**config.mk**
```make
export PLATFORM = sky130hd
export DESIGN_NAME = tbwpt_top
export DESIGN_NICKNAME = d
export VERILOG_FILES = /design/src/rtl/tbwpt_pkg.sv /design/src/rtl/tbwpt_pwm.sv /design/src/rtl/tbwpt_top.sv
export SDC_FILE = /design/constraint.sdc
export NUM_CORES = 1
export LEC_CHECK = 0
export ABC_AREA = 1
export CAP_MARGIN = 5
export CORE_MARGIN = 5
export CORE_UTILIZATION = 30
export CTS_BUF_LIST = sky130_fd_sc_hd__clkbuf_16
export CTS_CLUSTER_SIZE = 24
export DETAILED_ROUTE_END_ITERATION = 10
export DONT_BUFFER_PORTS = 1
export PLACE_DENSITY_LB_ADDON = 0.25
export SYNTH_ARGS = -nofsm -noshare
export SYNTH_HDL_FRONTEND = slang
export SYNTH_SLANG_ARGS = --single-unit
```
**constraint.sdc**
```tcl
create_clock -name mclk_i -period 4.1 [get_ports mclk_i]
set_clock_uncertainty 0.2 [all_clocks]
set_input_delay 0.205 -clock mclk_i [delete_from_list [all_inputs] [get_ports mclk_i]]
set_output_delay 0.205 -clock mclk_i [all_outputs]
set_load 0.005 [all_outputs]
```
**src/rtl/tbwpt_pkg.sv**
```systemverilog
package tbwpt_pkg;

	// widths of the counting structures, the bus and the interrupt bits
	localparam int TB_WIDTH = 18;
	localparam int WD_WIDTH = 2;
	localparam int PWM_WIDTH = 8;
	localparam int ADDR_WIDTH = 6;
	localparam int DATA_WIDTH = 32;
	localparam int IRQ_WIDTH = 3;

	// register byte offsets
	localparam logic [ADDR_WIDTH-1:0] OFS_TB_CTRL = 6'h00;
	localparam logic [ADDR_WIDTH-1:0] OFS_WD_CTRL = 6'h04;
	localparam logic [ADDR_WIDTH-1:0] OFS_PWM_CTRL = 6'h08;
	localparam logic [ADDR_WIDTH-1:0] OFS_PWM_HIGH = 6'h0c;
	localparam logic [ADDR_WIDTH-1:0] OFS_PWM_LOW = 6'h10;
	localparam logic [ADDR_WIDTH-1:0] OFS_IRQ_STAT = 6'h14;
	localparam logic [ADDR_WIDTH-1:0] OFS_IRQ_MASK = 6'h18;
	localparam logic [ADDR_WIDTH-1:0] OFS_TB_COUNT = 6'h1c;
	localparam logic [ADDR_WIDTH-1:0] OFS_STATE = 6'h20;

	// field positions
	localparam int TB_SEL_LSB = 0;
	localparam int TB_CLR_BIT = 2;
	localparam int WD_EN_BIT = 0;
	localparam int WD_SEL_LSB = 1;
	localparam int WD_CLR_BIT = 3;
	localparam int PWM_EN_BIT = 0;
	localparam int PWM_CLK_BIT = 1;
	localparam int IRQ_TB_BIT = 0;
	localparam int IRQ_PWM_BIT = 1;
	localparam int IRQ_WD_BIT = 2;
	localparam int ST_PWM_CNT_LSB = 0;
	localparam int ST_PWM_OUT_BIT = 8;
	localparam int ST_PWM_PH_LSB = 9;
	localparam int ST_WD_CNT_LSB = 12;

	// reset values and the last watchdog count
	localparam logic [1:0] SEL_RST = 2'h0;
	localparam logic [PWM_WIDTH-1:0] RELOAD_RST = 8'h00;
	localparam logic [IRQ_WIDTH-1:0] IRQ_RST = 3'h0;
	localparam logic [WD_WIDTH-1:0] WD_LAST = 2'h3;

	// count of low timebase bits that must be all ones for each tap
	localparam int TAP_BITS [4] = '{12, 14, 16, 18};
	localparam int PWM_TAP_BITS [2] = '{1, 4};

	// pwm phase encoding
	typedef enum logic [1:0] {
		PH_IDLE = 2'b00,
		PH_HIGH = 2'b01,
		PH_LOW = 2'b10
	} tbwpt_phase_type;

	// true on the count where the low bits of the timebase all read one
	function automatic logic tap_hit(input logic [TB_WIDTH-1:0] cnt, input int bits);
		logic [TB_WIDTH:0] full;
		logic [TB_WIDTH-1:0] mask;
		full = (TB_WIDTH + 1)'(1) << bits;
		mask = full[TB_WIDTH-1:0] - 18'h00001;
		return (cnt & mask) == mask;
	endfunction

endpackage

```
**src/rtl/tbwpt_pwm.sv**
```systemverilog
`timescale 1ns/1ps
module tbwpt_pwm (
	// clock and reset
	input wire logic mclk_i,
	input wire logic resetn_i,
	// control
	input wire logic enable_i,
	input wire logic tick_i,
	input wire logic [tbwpt_pkg::PWM_WIDTH-1:0] high_i,
	input wire logic [tbwpt_pkg::PWM_WIDTH-1:0] low_i,
	// results
	output logic pwm_o,
	output logic underflow_o,
	output logic [tbwpt_pkg::PWM_WIDTH-1:0] count_o,
	output logic [1:0] phase_o
);

	tbwpt_pkg::tbwpt_phase_type phase_ff;
	tbwpt_pkg::tbwpt_phase_type nxt_phase;
	logic [tbwpt_pkg::PWM_WIDTH-1:0] count_ff;
	logic [tbwpt_pkg::PWM_WIDTH-1:0] nxt_count;
	logic under_ff;
	logic nxt_under;

	// phase sequencing: load high width, count down, then low width, and repeat
	always_comb begin
		nxt_phase = phase_ff;
		nxt_count = count_ff;
		nxt_under = 1'b0;
		unique case (phase_ff)
			tbwpt_pkg::PH_IDLE: begin
				if (enable_i) begin
					nxt_phase = tbwpt_pkg::PH_HIGH;
					nxt_count = high_i;
				end
			end
			tbwpt_pkg::PH_HIGH: begin
				if (!enable_i) begin
					nxt_phase = tbwpt_pkg::PH_IDLE;
				end else if (tick_i) begin
					if (count_ff == '0) begin
						nxt_phase = tbwpt_pkg::PH_LOW;
						nxt_count = low_i;
						nxt_under = 1'b1;
					end else begin
						nxt_count = count_ff - 8'h01;
					end
				end
			end
			tbwpt_pkg::PH_LOW: begin
				if (!enable_i) begin
					nxt_phase = tbwpt_pkg::PH_IDLE;
				end else if (tick_i) begin
					if (count_ff == '0) begin
						nxt_phase = tbwpt_pkg::PH_HIGH;
						nxt_count = high_i;
						nxt_under = 1'b1;
					end else begin
						nxt_count = count_ff - 8'h01;
					end
				end
			end
			default: begin
				nxt_phase = tbwpt_pkg::PH_IDLE;
			end
		endcase
	end

	// state registers
	always_ff @(posedge mclk_i or negedge resetn_i) begin
		if (!resetn_i) begin
			phase_ff <= tbwpt_pkg::PH_IDLE;
			count_ff <= tbwpt_pkg::RELOAD_RST;
			under_ff <= 1'b0;
		end else begin
			phase_ff <= nxt_phase;
			count_ff <= nxt_count;
			under_ff <= nxt_under;
		end
	end

	// output high only through the high-width phase
	always_ff @(posedge mclk_i or negedge resetn_i) begin
		if (!resetn_i) begin
			pwm_o <= 1'b0;
		end else begin
			pwm_o <= (nxt_phase == tbwpt_pkg::PH_HIGH);
		end
	end

	assign underflow_o = under_ff;
	assign count_o = count_ff;
	assign phase_o = phase_ff;

endmodule

```
**src/rtl/tbwpt_top.sv**
```systemverilog
// The placing of the registers and the Avalon-MM interface to the registers were decided locally.
`timescale 1ns/1ps
module tbwpt_top (
	// clock and reset
	input wire logic mclk_i,
	input wire logic resetn_i,
	// avalon-mm slave
	input wire logic [tbwpt_pkg::ADDR_WIDTH-1:0] address_i,
	input wire logic read_i,
	input wire logic write_i,
	input wire logic [3:0] byteenable_i,
	input wire logic [tbwpt_pkg::DATA_WIDTH-1:0] writedata_i,
	output logic [tbwpt_pkg::DATA_WIDTH-1:0] readdata_o,
	output logic waitrequest_o,
	// pins and system outputs
	output logic pwm_o,
	output logic cpu_reset_o,
	output logic stab_tick_o,
	output logic irq_o
);

	// bus handshake
	logic ack_ff;
	logic wr_go;
	logic rd_go;
	logic [tbwpt_pkg::DATA_WIDTH-1:0] readdata_ff;
	logic [tbwpt_pkg::DATA_WIDTH-1:0] nxt_readdata;

	// register write strobes
	logic wr_tb_ctrl;
	logic wr_wd_ctrl;
	logic wr_pwm_ctrl;
	logic wr_pwm_high;
	logic wr_pwm_low;
	logic wr_irq_stat;
	logic wr_irq_mask;

	// control registers
	logic [1:0] tb_sel_ff;
	logic wd_en_ff;
	logic [1:0] wd_sel_ff;
	logic pwm_en_ff;
	logic pwm_clk_ff;
	logic [tbwpt_pkg::PWM_WIDTH-1:0] pwm_high_ff;
	logic [tbwpt_pkg::PWM_WIDTH-1:0] pwm_low_ff;
	logic [tbwpt_pkg::IRQ_WIDTH-1:0] irq_stat_ff;
	logic [tbwpt_pkg::IRQ_WIDTH-1:0] irq_mask_ff;
	logic [tbwpt_pkg::IRQ_WIDTH-1:0] irq_set;
	logic [tbwpt_pkg::IRQ_WIDTH-1:0] irq_clr;
	logic [tbwpt_pkg::IRQ_WIDTH-1:0] irq_pend;

	// timebase
	logic div_ff;
	logic [tbwpt_pkg::TB_WIDTH-1:0] tb_cnt_ff;
	logic tb_clr;
	logic tb_step;
	logic interval_tick;
	logic wd_tick;
	logic pwm_tick;
	logic stab_ff;

	// watchdog
	logic [tbwpt_pkg::WD_WIDTH-1:0] wd_cnt_ff;
	logic wd_clr;
	logic wd_expire;
	logic cpu_reset_ff;

	// pwm
	logic pwm_under;
	logic [tbwpt_pkg::PWM_WIDTH-1:0] pwm_count;
	logic [1:0] pwm_phase;

	// one wait cycle per access: waitrequest drops in the cycle after the request rises
	assign waitrequest_o = (read_i | write_i) & ~ack_ff;
	assign wr_go = write_i & ack_ff;
	assign rd_go = read_i & ~ack_ff;

	always_ff @(posedge mclk_i or negedge resetn_i) begin
		if (!resetn_i) begin
			ack_ff <= 1'b0;
		end else begin
			ack_ff <= (read_i | write_i) & ~ack_ff;
		end
	end

	// write decode; every field sits in byte lane zero
	function automatic logic hit_wr(input logic [tbwpt_pkg::ADDR_WIDTH-1:0] ofs,
		input logic [tbwpt_pkg::ADDR_WIDTH-1:0] addr, input logic go, input logic be0);
		return go && be0 && (addr == ofs);
	endfunction

	// one strobe per register, each on the completing edge of a lane zero write
	assign wr_tb_ctrl = hit_wr(tbwpt_pkg::OFS_TB_CTRL, address_i, wr_go, byteenable_i[0]);
	assign wr_wd_ctrl = hit_wr(tbwpt_pkg::OFS_WD_CTRL, address_i, wr_go, byteenable_i[0]);
	assign wr_pwm_ctrl = hit_wr(tbwpt_pkg::OFS_PWM_CTRL, address_i, wr_go, byteenable_i[0]);
	assign wr_pwm_high = hit_wr(tbwpt_pkg::OFS_PWM_HIGH, address_i, wr_go, byteenable_i[0]);
	assign wr_pwm_low = hit_wr(tbwpt_pkg::OFS_PWM_LOW, address_i, wr_go, byteenable_i[0]);
	assign wr_irq_stat = hit_wr(tbwpt_pkg::OFS_IRQ_STAT, address_i, wr_go, byteenable_i[0]);
	assign wr_irq_mask = hit_wr(tbwpt_pkg::OFS_IRQ_MASK, address_i, wr_go, byteenable_i[0]);

	// timebase control: interval select and counter clear
	always_ff @(posedge mclk_i or negedge resetn_i) begin
		if (!resetn_i) begin
			tb_sel_ff <= tbwpt_pkg::SEL_RST;
		end else if (wr_tb_ctrl) begin
			tb_sel_ff <= writedata_i[tbwpt_pkg::TB_SEL_LSB +: 2];
		end
	end

	assign tb_clr = wr_tb_ctrl
		& writedata_i[tbwpt_pkg::TB_CLR_BIT];

	// watchdog enable: a one sets it, only reset takes it away
	always_ff @(posedge mclk_i or negedge resetn_i) begin
		if (!resetn_i) begin
			wd_en_ff <= 1'b0;
		end else if (wr_wd_ctrl && writedata_i[tbwpt_pkg::WD_EN_BIT]) begin
			wd_en_ff <= 1'b1;
		end
	end

	// watchdog tap select, frozen once the watchdog is armed
	always_ff @(posedge mclk_i or negedge resetn_i) begin
		if (!resetn_i) begin
			wd_sel_ff <= tbwpt_pkg::SEL_RST;
		end else if (wr_wd_ctrl && !wd_en_ff) begin
			wd_sel_ff <= writedata_i[tbwpt_pkg::WD_SEL_LSB +: 2];
		end
	end

	// software clear strobe
	assign wd_clr = wr_wd_ctrl
		& writedata_i[tbwpt_pkg::WD_CLR_BIT];

	// pwm enable
	always_ff @(posedge mclk_i or negedge resetn_i) begin
		if (!resetn_i) begin
			pwm_en_ff <= 1'b0;
		end else if (wr_pwm_ctrl) begin
			pwm_en_ff <= writedata_i[tbwpt_pkg::PWM_EN_BIT];
		end
	end

	// pwm count clock select
	always_ff @(posedge mclk_i or negedge resetn_i) begin
		if (!resetn_i) begin
			pwm_clk_ff <= 1'b0;
		end else if (wr_pwm_ctrl) begin
			pwm_clk_ff <= writedata_i[tbwpt_pkg::PWM_CLK_BIT];
		end
	end

	// pwm high-width reload, taken by the counter at its next reload
	always_ff @(posedge mclk_i or negedge resetn_i) begin
		if (!resetn_i) begin
			pwm_high_ff <= tbwpt_pkg::RELOAD_RST;
		end else if (wr_pwm_high) begin
			pwm_high_ff <= writedata_i[tbwpt_pkg::PWM_WIDTH-1:0];
		end
	end

	// pwm low-width reload
	always_ff @(posedge mclk_i or negedge resetn_i) begin
		if (!resetn_i) begin
			pwm_low_ff <= tbwpt_pkg::RELOAD_RST;
		end else if (wr_pwm_low) begin
			pwm_low_ff <= writedata_i[tbwpt_pkg::PWM_WIDTH-1:0];
		end
	end

	// interrupt mask
	always_ff @(posedge mclk_i or negedge resetn_i) begin
		if (!resetn_i) begin
			irq_mask_ff <= tbwpt_pkg::IRQ_RST;
		end else if (wr_irq_mask) begin
			irq_mask_ff <= writedata_i[tbwpt_pkg::IRQ_WIDTH-1:0];
		end
	end

	// divide the oscillator by two to form the count clock enable
	always_ff @(posedge mclk_i or negedge resetn_i) begin
		if (!resetn_i) begin
			div_ff <= 1'b0;
		end else if (tb_clr) begin
			div_ff <= 1'b0;
		end else begin
			div_ff <= ~div_ff;
		end
	end

	assign tb_step = div_ff;

	// free-running up counter; wraps from all ones to zero with no stop
	always_ff @(posedge mclk_i or negedge resetn_i) begin
		if (!resetn_i) begin
			tb_cnt_ff <= '0;
		end else if (tb_clr) begin
			tb_cnt_ff <= '0;
		end else if (tb_step) begin
			tb_cnt_ff <= tb_cnt_ff + 18'h00001;
		end
	end

	// tap decode: a tap fires on the count step that carries out of its low bits
	assign interval_tick = tb_step & tbwpt_pkg::tap_hit(tb_cnt_ff, tbwpt_pkg::TAP_BITS[tb_sel_ff]);
	assign wd_tick = tb_step & tbwpt_pkg::tap_hit(tb_cnt_ff, tbwpt_pkg::TAP_BITS[wd_sel_ff]);
	assign pwm_tick = tb_step & tbwpt_pkg::tap_hit(tb_cnt_ff, tbwpt_pkg::PWM_TAP_BITS[pwm_clk_ff]);

	// stabilization wait tick from the full wrap of the timebase
	always_ff @(posedge mclk_i or negedge resetn_i) begin
		if (!resetn_i) begin
			stab_ff <= 1'b0;
		end else begin
			stab_ff <= tb_step & tbwpt_pkg::tap_hit(tb_cnt_ff, tbwpt_pkg::TB_WIDTH);
		end
	end

	assign stab_tick_o = stab_ff;

	// watchdog: software clear wins over a tap step in the same cycle
	always_ff @(posedge mclk_i or negedge resetn_i) begin
		if (!resetn_i) begin
			wd_cnt_ff <= '0;
		end else if (wd_clr || !wd_en_ff) begin
			wd_cnt_ff <= '0;
		end else if (wd_tick) begin
			wd_cnt_ff <= wd_cnt_ff + 2'h1;
		end
	end

	// a tap step with the counter already at its last value means software was late
	assign wd_expire = wd_en_ff & ~wd_clr & wd_tick & (wd_cnt_ff == tbwpt_pkg::WD_LAST);

	always_ff @(posedge mclk_i or negedge resetn_i) begin
		if (!resetn_i) begin
			cpu_reset_ff <= 1'b0;
		end else begin
			cpu_reset_ff <= wd_expire;
		end
	end

	assign cpu_reset_o = cpu_reset_ff;

	// pwm channel: high width then low width, each reload+1 ticks long
	tbwpt_pwm u_pwm (
		.mclk_i(mclk_i),
		.resetn_i(resetn_i),
		.enable_i(pwm_en_ff),
		.tick_i(pwm_tick),
		.high_i(pwm_high_ff),
		.low_i(pwm_low_ff),
		.pwm_o(pwm_o),
		.underflow_o(pwm_under),
		.count_o(pwm_count),
		.phase_o(pwm_phase)
	);

	// event collection for the sticky status bits
	always_comb begin
		irq_set = '0;
		irq_set[tbwpt_pkg::IRQ_TB_BIT] = interval_tick;
		irq_set[tbwpt_pkg::IRQ_PWM_BIT] = pwm_under;
		irq_set[tbwpt_pkg::IRQ_WD_BIT] = wd_expire;
	end

	assign irq_clr = wr_irq_stat
		? writedata_i[tbwpt_pkg::IRQ_WIDTH-1:0] : '0;

	// write one to clear; a new event in the clearing cycle keeps its bit set
	always_ff @(posedge mclk_i or negedge resetn_i) begin
		if (!resetn_i) begin
			irq_stat_ff <= tbwpt_pkg::IRQ_RST;
		end else begin
			irq_stat_ff <= (irq_stat_ff & ~irq_clr) | irq_set;
		end
	end

	// level interrupt from unmasked status
	assign irq_pend = irq_stat_ff & irq_mask_ff;
	assign irq_o = |irq_pend;

	// read mux; unmapped offsets read zero
	always_comb begin
		nxt_readdata = '0;
		unique case (address_i)
			tbwpt_pkg::OFS_TB_CTRL: begin
				nxt_readdata[tbwpt_pkg::TB_SEL_LSB +: 2] = tb_sel_ff;
			end
			tbwpt_pkg::OFS_WD_CTRL: begin
				nxt_readdata[tbwpt_pkg::WD_EN_BIT] = wd_en_ff;
				nxt_readdata[tbwpt_pkg::WD_SEL_LSB +: 2] = wd_sel_ff;
			end
			tbwpt_pkg::OFS_PWM_CTRL: begin
				nxt_readdata[tbwpt_pkg::PWM_EN_BIT] = pwm_en_ff;
				nxt_readdata[tbwpt_pkg::PWM_CLK_BIT] = pwm_clk_ff;
			end
			tbwpt_pkg::OFS_PWM_HIGH: begin
				nxt_readdata[tbwpt_pkg::PWM_WIDTH-1:0] = pwm_high_ff;
			end
			tbwpt_pkg::OFS_PWM_LOW: begin
				nxt_readdata[tbwpt_pkg::PWM_WIDTH-1:0] = pwm_low_ff;
			end
			tbwpt_pkg::OFS_IRQ_STAT: begin
				nxt_readdata[tbwpt_pkg::IRQ_WIDTH-1:0] = irq_stat_ff;
			end
			tbwpt_pkg::OFS_IRQ_MASK: begin
				nxt_readdata[tbwpt_pkg::IRQ_WIDTH-1:0] = irq_mask_ff;
			end
			tbwpt_pkg::OFS_TB_COUNT: begin
				nxt_readdata[tbwpt_pkg::TB_WIDTH-1:0] = tb_cnt_ff;
			end
			tbwpt_pkg::OFS_STATE: begin
				nxt_readdata[tbwpt_pkg::ST_PWM_CNT_LSB +: tbwpt_pkg::PWM_WIDTH] = pwm_count;
				nxt_readdata[tbwpt_pkg::ST_PWM_OUT_BIT] = pwm_o;
				nxt_readdata[tbwpt_pkg::ST_PWM_PH_LSB +: 2] = pwm_phase;
				nxt_readdata[tbwpt_pkg::ST_WD_CNT_LSB +: tbwpt_pkg::WD_WIDTH] = wd_cnt_ff;
			end
			default: begin
				nxt_readdata = '0;
			end
		endcase
	end

	// read data captured on the request's first cycle, held while ack stands
	always_ff @(posedge mclk_i or negedge resetn_i) begin
		if (!resetn_i) begin
			readdata_ff <= '0;
		end else if (rd_go) begin
			readdata_ff <= nxt_readdata;
		end
	end

	assign readdata_o = readdata_ff;

endmodule

```
==> metrics <==
drt pass-1 iters 4; Critical Path RT 4120 ps; commonest cells after routing, fill and taps aside nand2_1, dfrtp_1, inv_1; Syn. warnings 0; Root Buffer clkbuf_16; Cell variety after synth 34; top-area cell type share of the netlist area 0.4347; drc violations 0; gr usage total 0.1473; FP Rows 46; vias per std cell 4.572; Synth async-reset ratio 1.000; reg2reg setup slack 1850 ps; Most Crowded Layer GR met2; diodes inserted 0; setup TNS 0 ps; Final #Nets 728; crit path DAT 3030 ps; area growth from synthesis to layout 13.72%; number of synthesized flops with an enable pin 0; Die Y-Extent 136.2 µm; aggregate routed wire length 12.84 mm; DR WL/cell 14.36 µm; CTS max path bufs 2; final critical-path required period 3008 ps; # H-tree levels 3; half-perimeter wire length after placement 9.496 mm; critical path startpoint category primary input; max capacitance violation total 0; first-pass GRT wire length 21.14 mm; worst hold slack 22.71 ps; Seq/Total Area, Yosys 0.4347; maximum number of pins on one net before global-route repair 84; fmax 0.3324 GHz; vias in the first global route 4027; leading cell type in the layout, fill and taps excluded nand2_1; Critical Path End Type flip-flop; worst-skew pair later-pin latency 350 ps; fraction of layout cells with a size suffix above 1 0.07817; CP Capture Point pwm_clk_ff$_DFFE_PN0P_; Die ar. 18550 µm²; Synth Instances 655; FF+latch count, synth 83; Final Setup Violations 0; Final Hold Fails 0; CTS Buf Count 9; DRT iter0 DRCs 286; area leader, netlist dfrtp_1; Slew Viols, Final 0; slew margin rel. 0.3335; worst slew pin tran 996.1 ps; gpl congestion 0.8600; RR Endpoint u_pwm.count_o[2]$_DFFE_PN0P_; global routing usage on met1 0.1974; CTS tree built; die width 136.2 µm; critical path fanouts, max 4; RSZ-0062 raised after global routing false; Post-CTS Resized 0; HP Class in2reg; CP Class in2reg; CP Launch Point address_i[0]; Leak 2.573 nW; r2r startpoint u_pwm.phase_o[1]$_DFF_PN0_; met3 Use GR 0.02887; commonest register cell after synthesis dfrtp_1; Placeable Area 15770 µm²; worst-case reg-to-reg path depth 9; post-route ant nets 0; pwr/cell area 478.7 nW/µm²; final cycle utilization of the critical path 0.7338; synth top area cells dfrtp_1, nand2_1, inv_1, o21ai_0, nor2_1; synthesized area per cell 7.295 µm²; Final Util 0.3446; status complete, no violations; initial core utilization 0.3030; maximum VDD drop 0.2523 mV; met2 Usage GRT 0.2287; Synth Cell Area 4778 µm²; clock-pin slew on the worst setup and hold paths 60 ps; CTS Sinks 83; initial antenna violation count 0; DR vias 4087; # IOs 83; PortBufs 0; gr ovfl total 0
## registers in the layout, summed over array words and instances, names as in the netlist
name and flops:
wd_sel_ff 2, pwm_clk_ff 1, readdata_o 18, u_pwm.underflow_o 1
u_pwm.pwm_o 1, irq_stat_ff 3, pwm_high_ff 8, pwm_en_ff 1
u_pwm.phase_o 2, irq_mask_ff 3, div_ff 1, pwm_low_ff 8
tb_cnt_ff 18, stab_tick_o 1, wd_cnt_ff 2, wd_en_ff 1
u_pwm.count_o 8, cpu_reset_o 1, ack_ff 1, tb_sel_ff 2
## synthesized netlist by cell type, types with 2 or more instances
cell,instances
nand2_1,193
dfrtp_1,83
inv_1,77
nor2_1,66
o21ai_0,54
nand3_1,48
a21oi_1,30
buf_4,16
ha_1,9
nand2_2,7
nor2_2,7
nor2_4,7
inv_2,6
nand4_1,6
nand3_2,5
nor3_1,5
o21ai_1,5
o31ai_1,4
buf_2,3
clkbuf_1,3
nand3b_1,3
xor2_1,3
buf_6,2
nor3b_1,2
or2_2,2
## where the power goes
part           internal, mW  total [mW]  switching [mW]
combinational         0.232       0.692           0.460
sequential            0.928        1.05           0.126
clock                 0.527       0.855           0.329
total                  1.69        2.60           0.914
## area by class of cell
| cell class | count | area, µm² |
|---|---|---|
| Clock inverter | 7 | 85.08 |
| Multi-Input combinational cell | 477 | 2266 |
| Tap cell | 216 | 270.3 |
| Clock buffer | 9 | 225.2 |
| Fill cell | 1708 | 10340 |
| Timing Repair Buffer | 18 | 195.2 |
| Inverter | 84 | 315.3 |
| Sequential cell | 83 | 2077 |
## metrics by stage
step / area (µm²) / setup slack (ps) / instances / power, mW
floorplan: 4827 / 2271 / 668 / 1.575
global placement: 4936 / 1914 / 861 / 1.717
detailed placement: 4936 / 1878 / 861 / 1.729
CTS: 5434 / 1150 / 894 / 2.638
global route: 5434 / 1012 / 894 / 2.793
finish: 5434 / 1092 / 894 / 2.601
## per-layer routing
layer  routed length [µm]  up-vias  share of wire
met5                    0        -              0
met4                  370        0          0.029
met3                  624       21          0.049
met2                 5834       91           0.45
met1                 6012     1889           0.47
li1                     -     2086              -
## critical path: stages
cell and delay, ps:
dlygate4sd3_1 570, nor2_4 120, dlygate4sd3_1 570, nand2_1 50, dlygate4sd3_1 550, nor2_1 130
nand3_1 130, nand2_1 80, o21ai_0 70, dlygate4sd3_1 560
## cell families (layout without fill, tap and decap cells)
| family | count (synthesis) | count (layout) | share of synthesized area |
|---|---|---|---|
| AO/OA/AOI/OAI | 95 | 95 | 0.1021 |
| XOR/XNOR | 4 | 4 | 0.007333 |
| adder cells (fa/ha/maj) | 9 | 9 | 0.02357 |
| buffers and inverters | 108 | 118 | 0.1013 |
| flip-flops | 83 | 83 | 0.4347 |
| other | 1 | 14 | 0.0007848 |
| AND/OR/NAND/NOR | 355 | 355 | 0.3302 |
## worst min path at each step
stage / depth (start not counted) / to / from
3_5_place_dp: 0 / pwm_high_ff[7]$_DFFE_PN0P_ / resetn_i
6_report: 2 / pwm_high_ff[2]$_DFFE_PN0P_ / writedata_i[2]
4_1_cts: 2 / wd_sel_ff[1]$_DFFE_PN0P_ / writedata_i[2]
3_3_place_gp: 0 / pwm_low_ff[7]$_DFFE_PN0P_ / resetn_i
5_1_grt: 2 / wd_sel_ff[1]$_DFFE_PN0P_ / writedata_i[2]
2_1_floorplan: 0 / ack_ff$_DFF_PN0_ / resetn_i
## repair_timing
action,CTS,global route
hold endpoints to repair,105,0
hold buffers,17,0
buffers inserted,0,0
(Power assumes the default switching activity.)
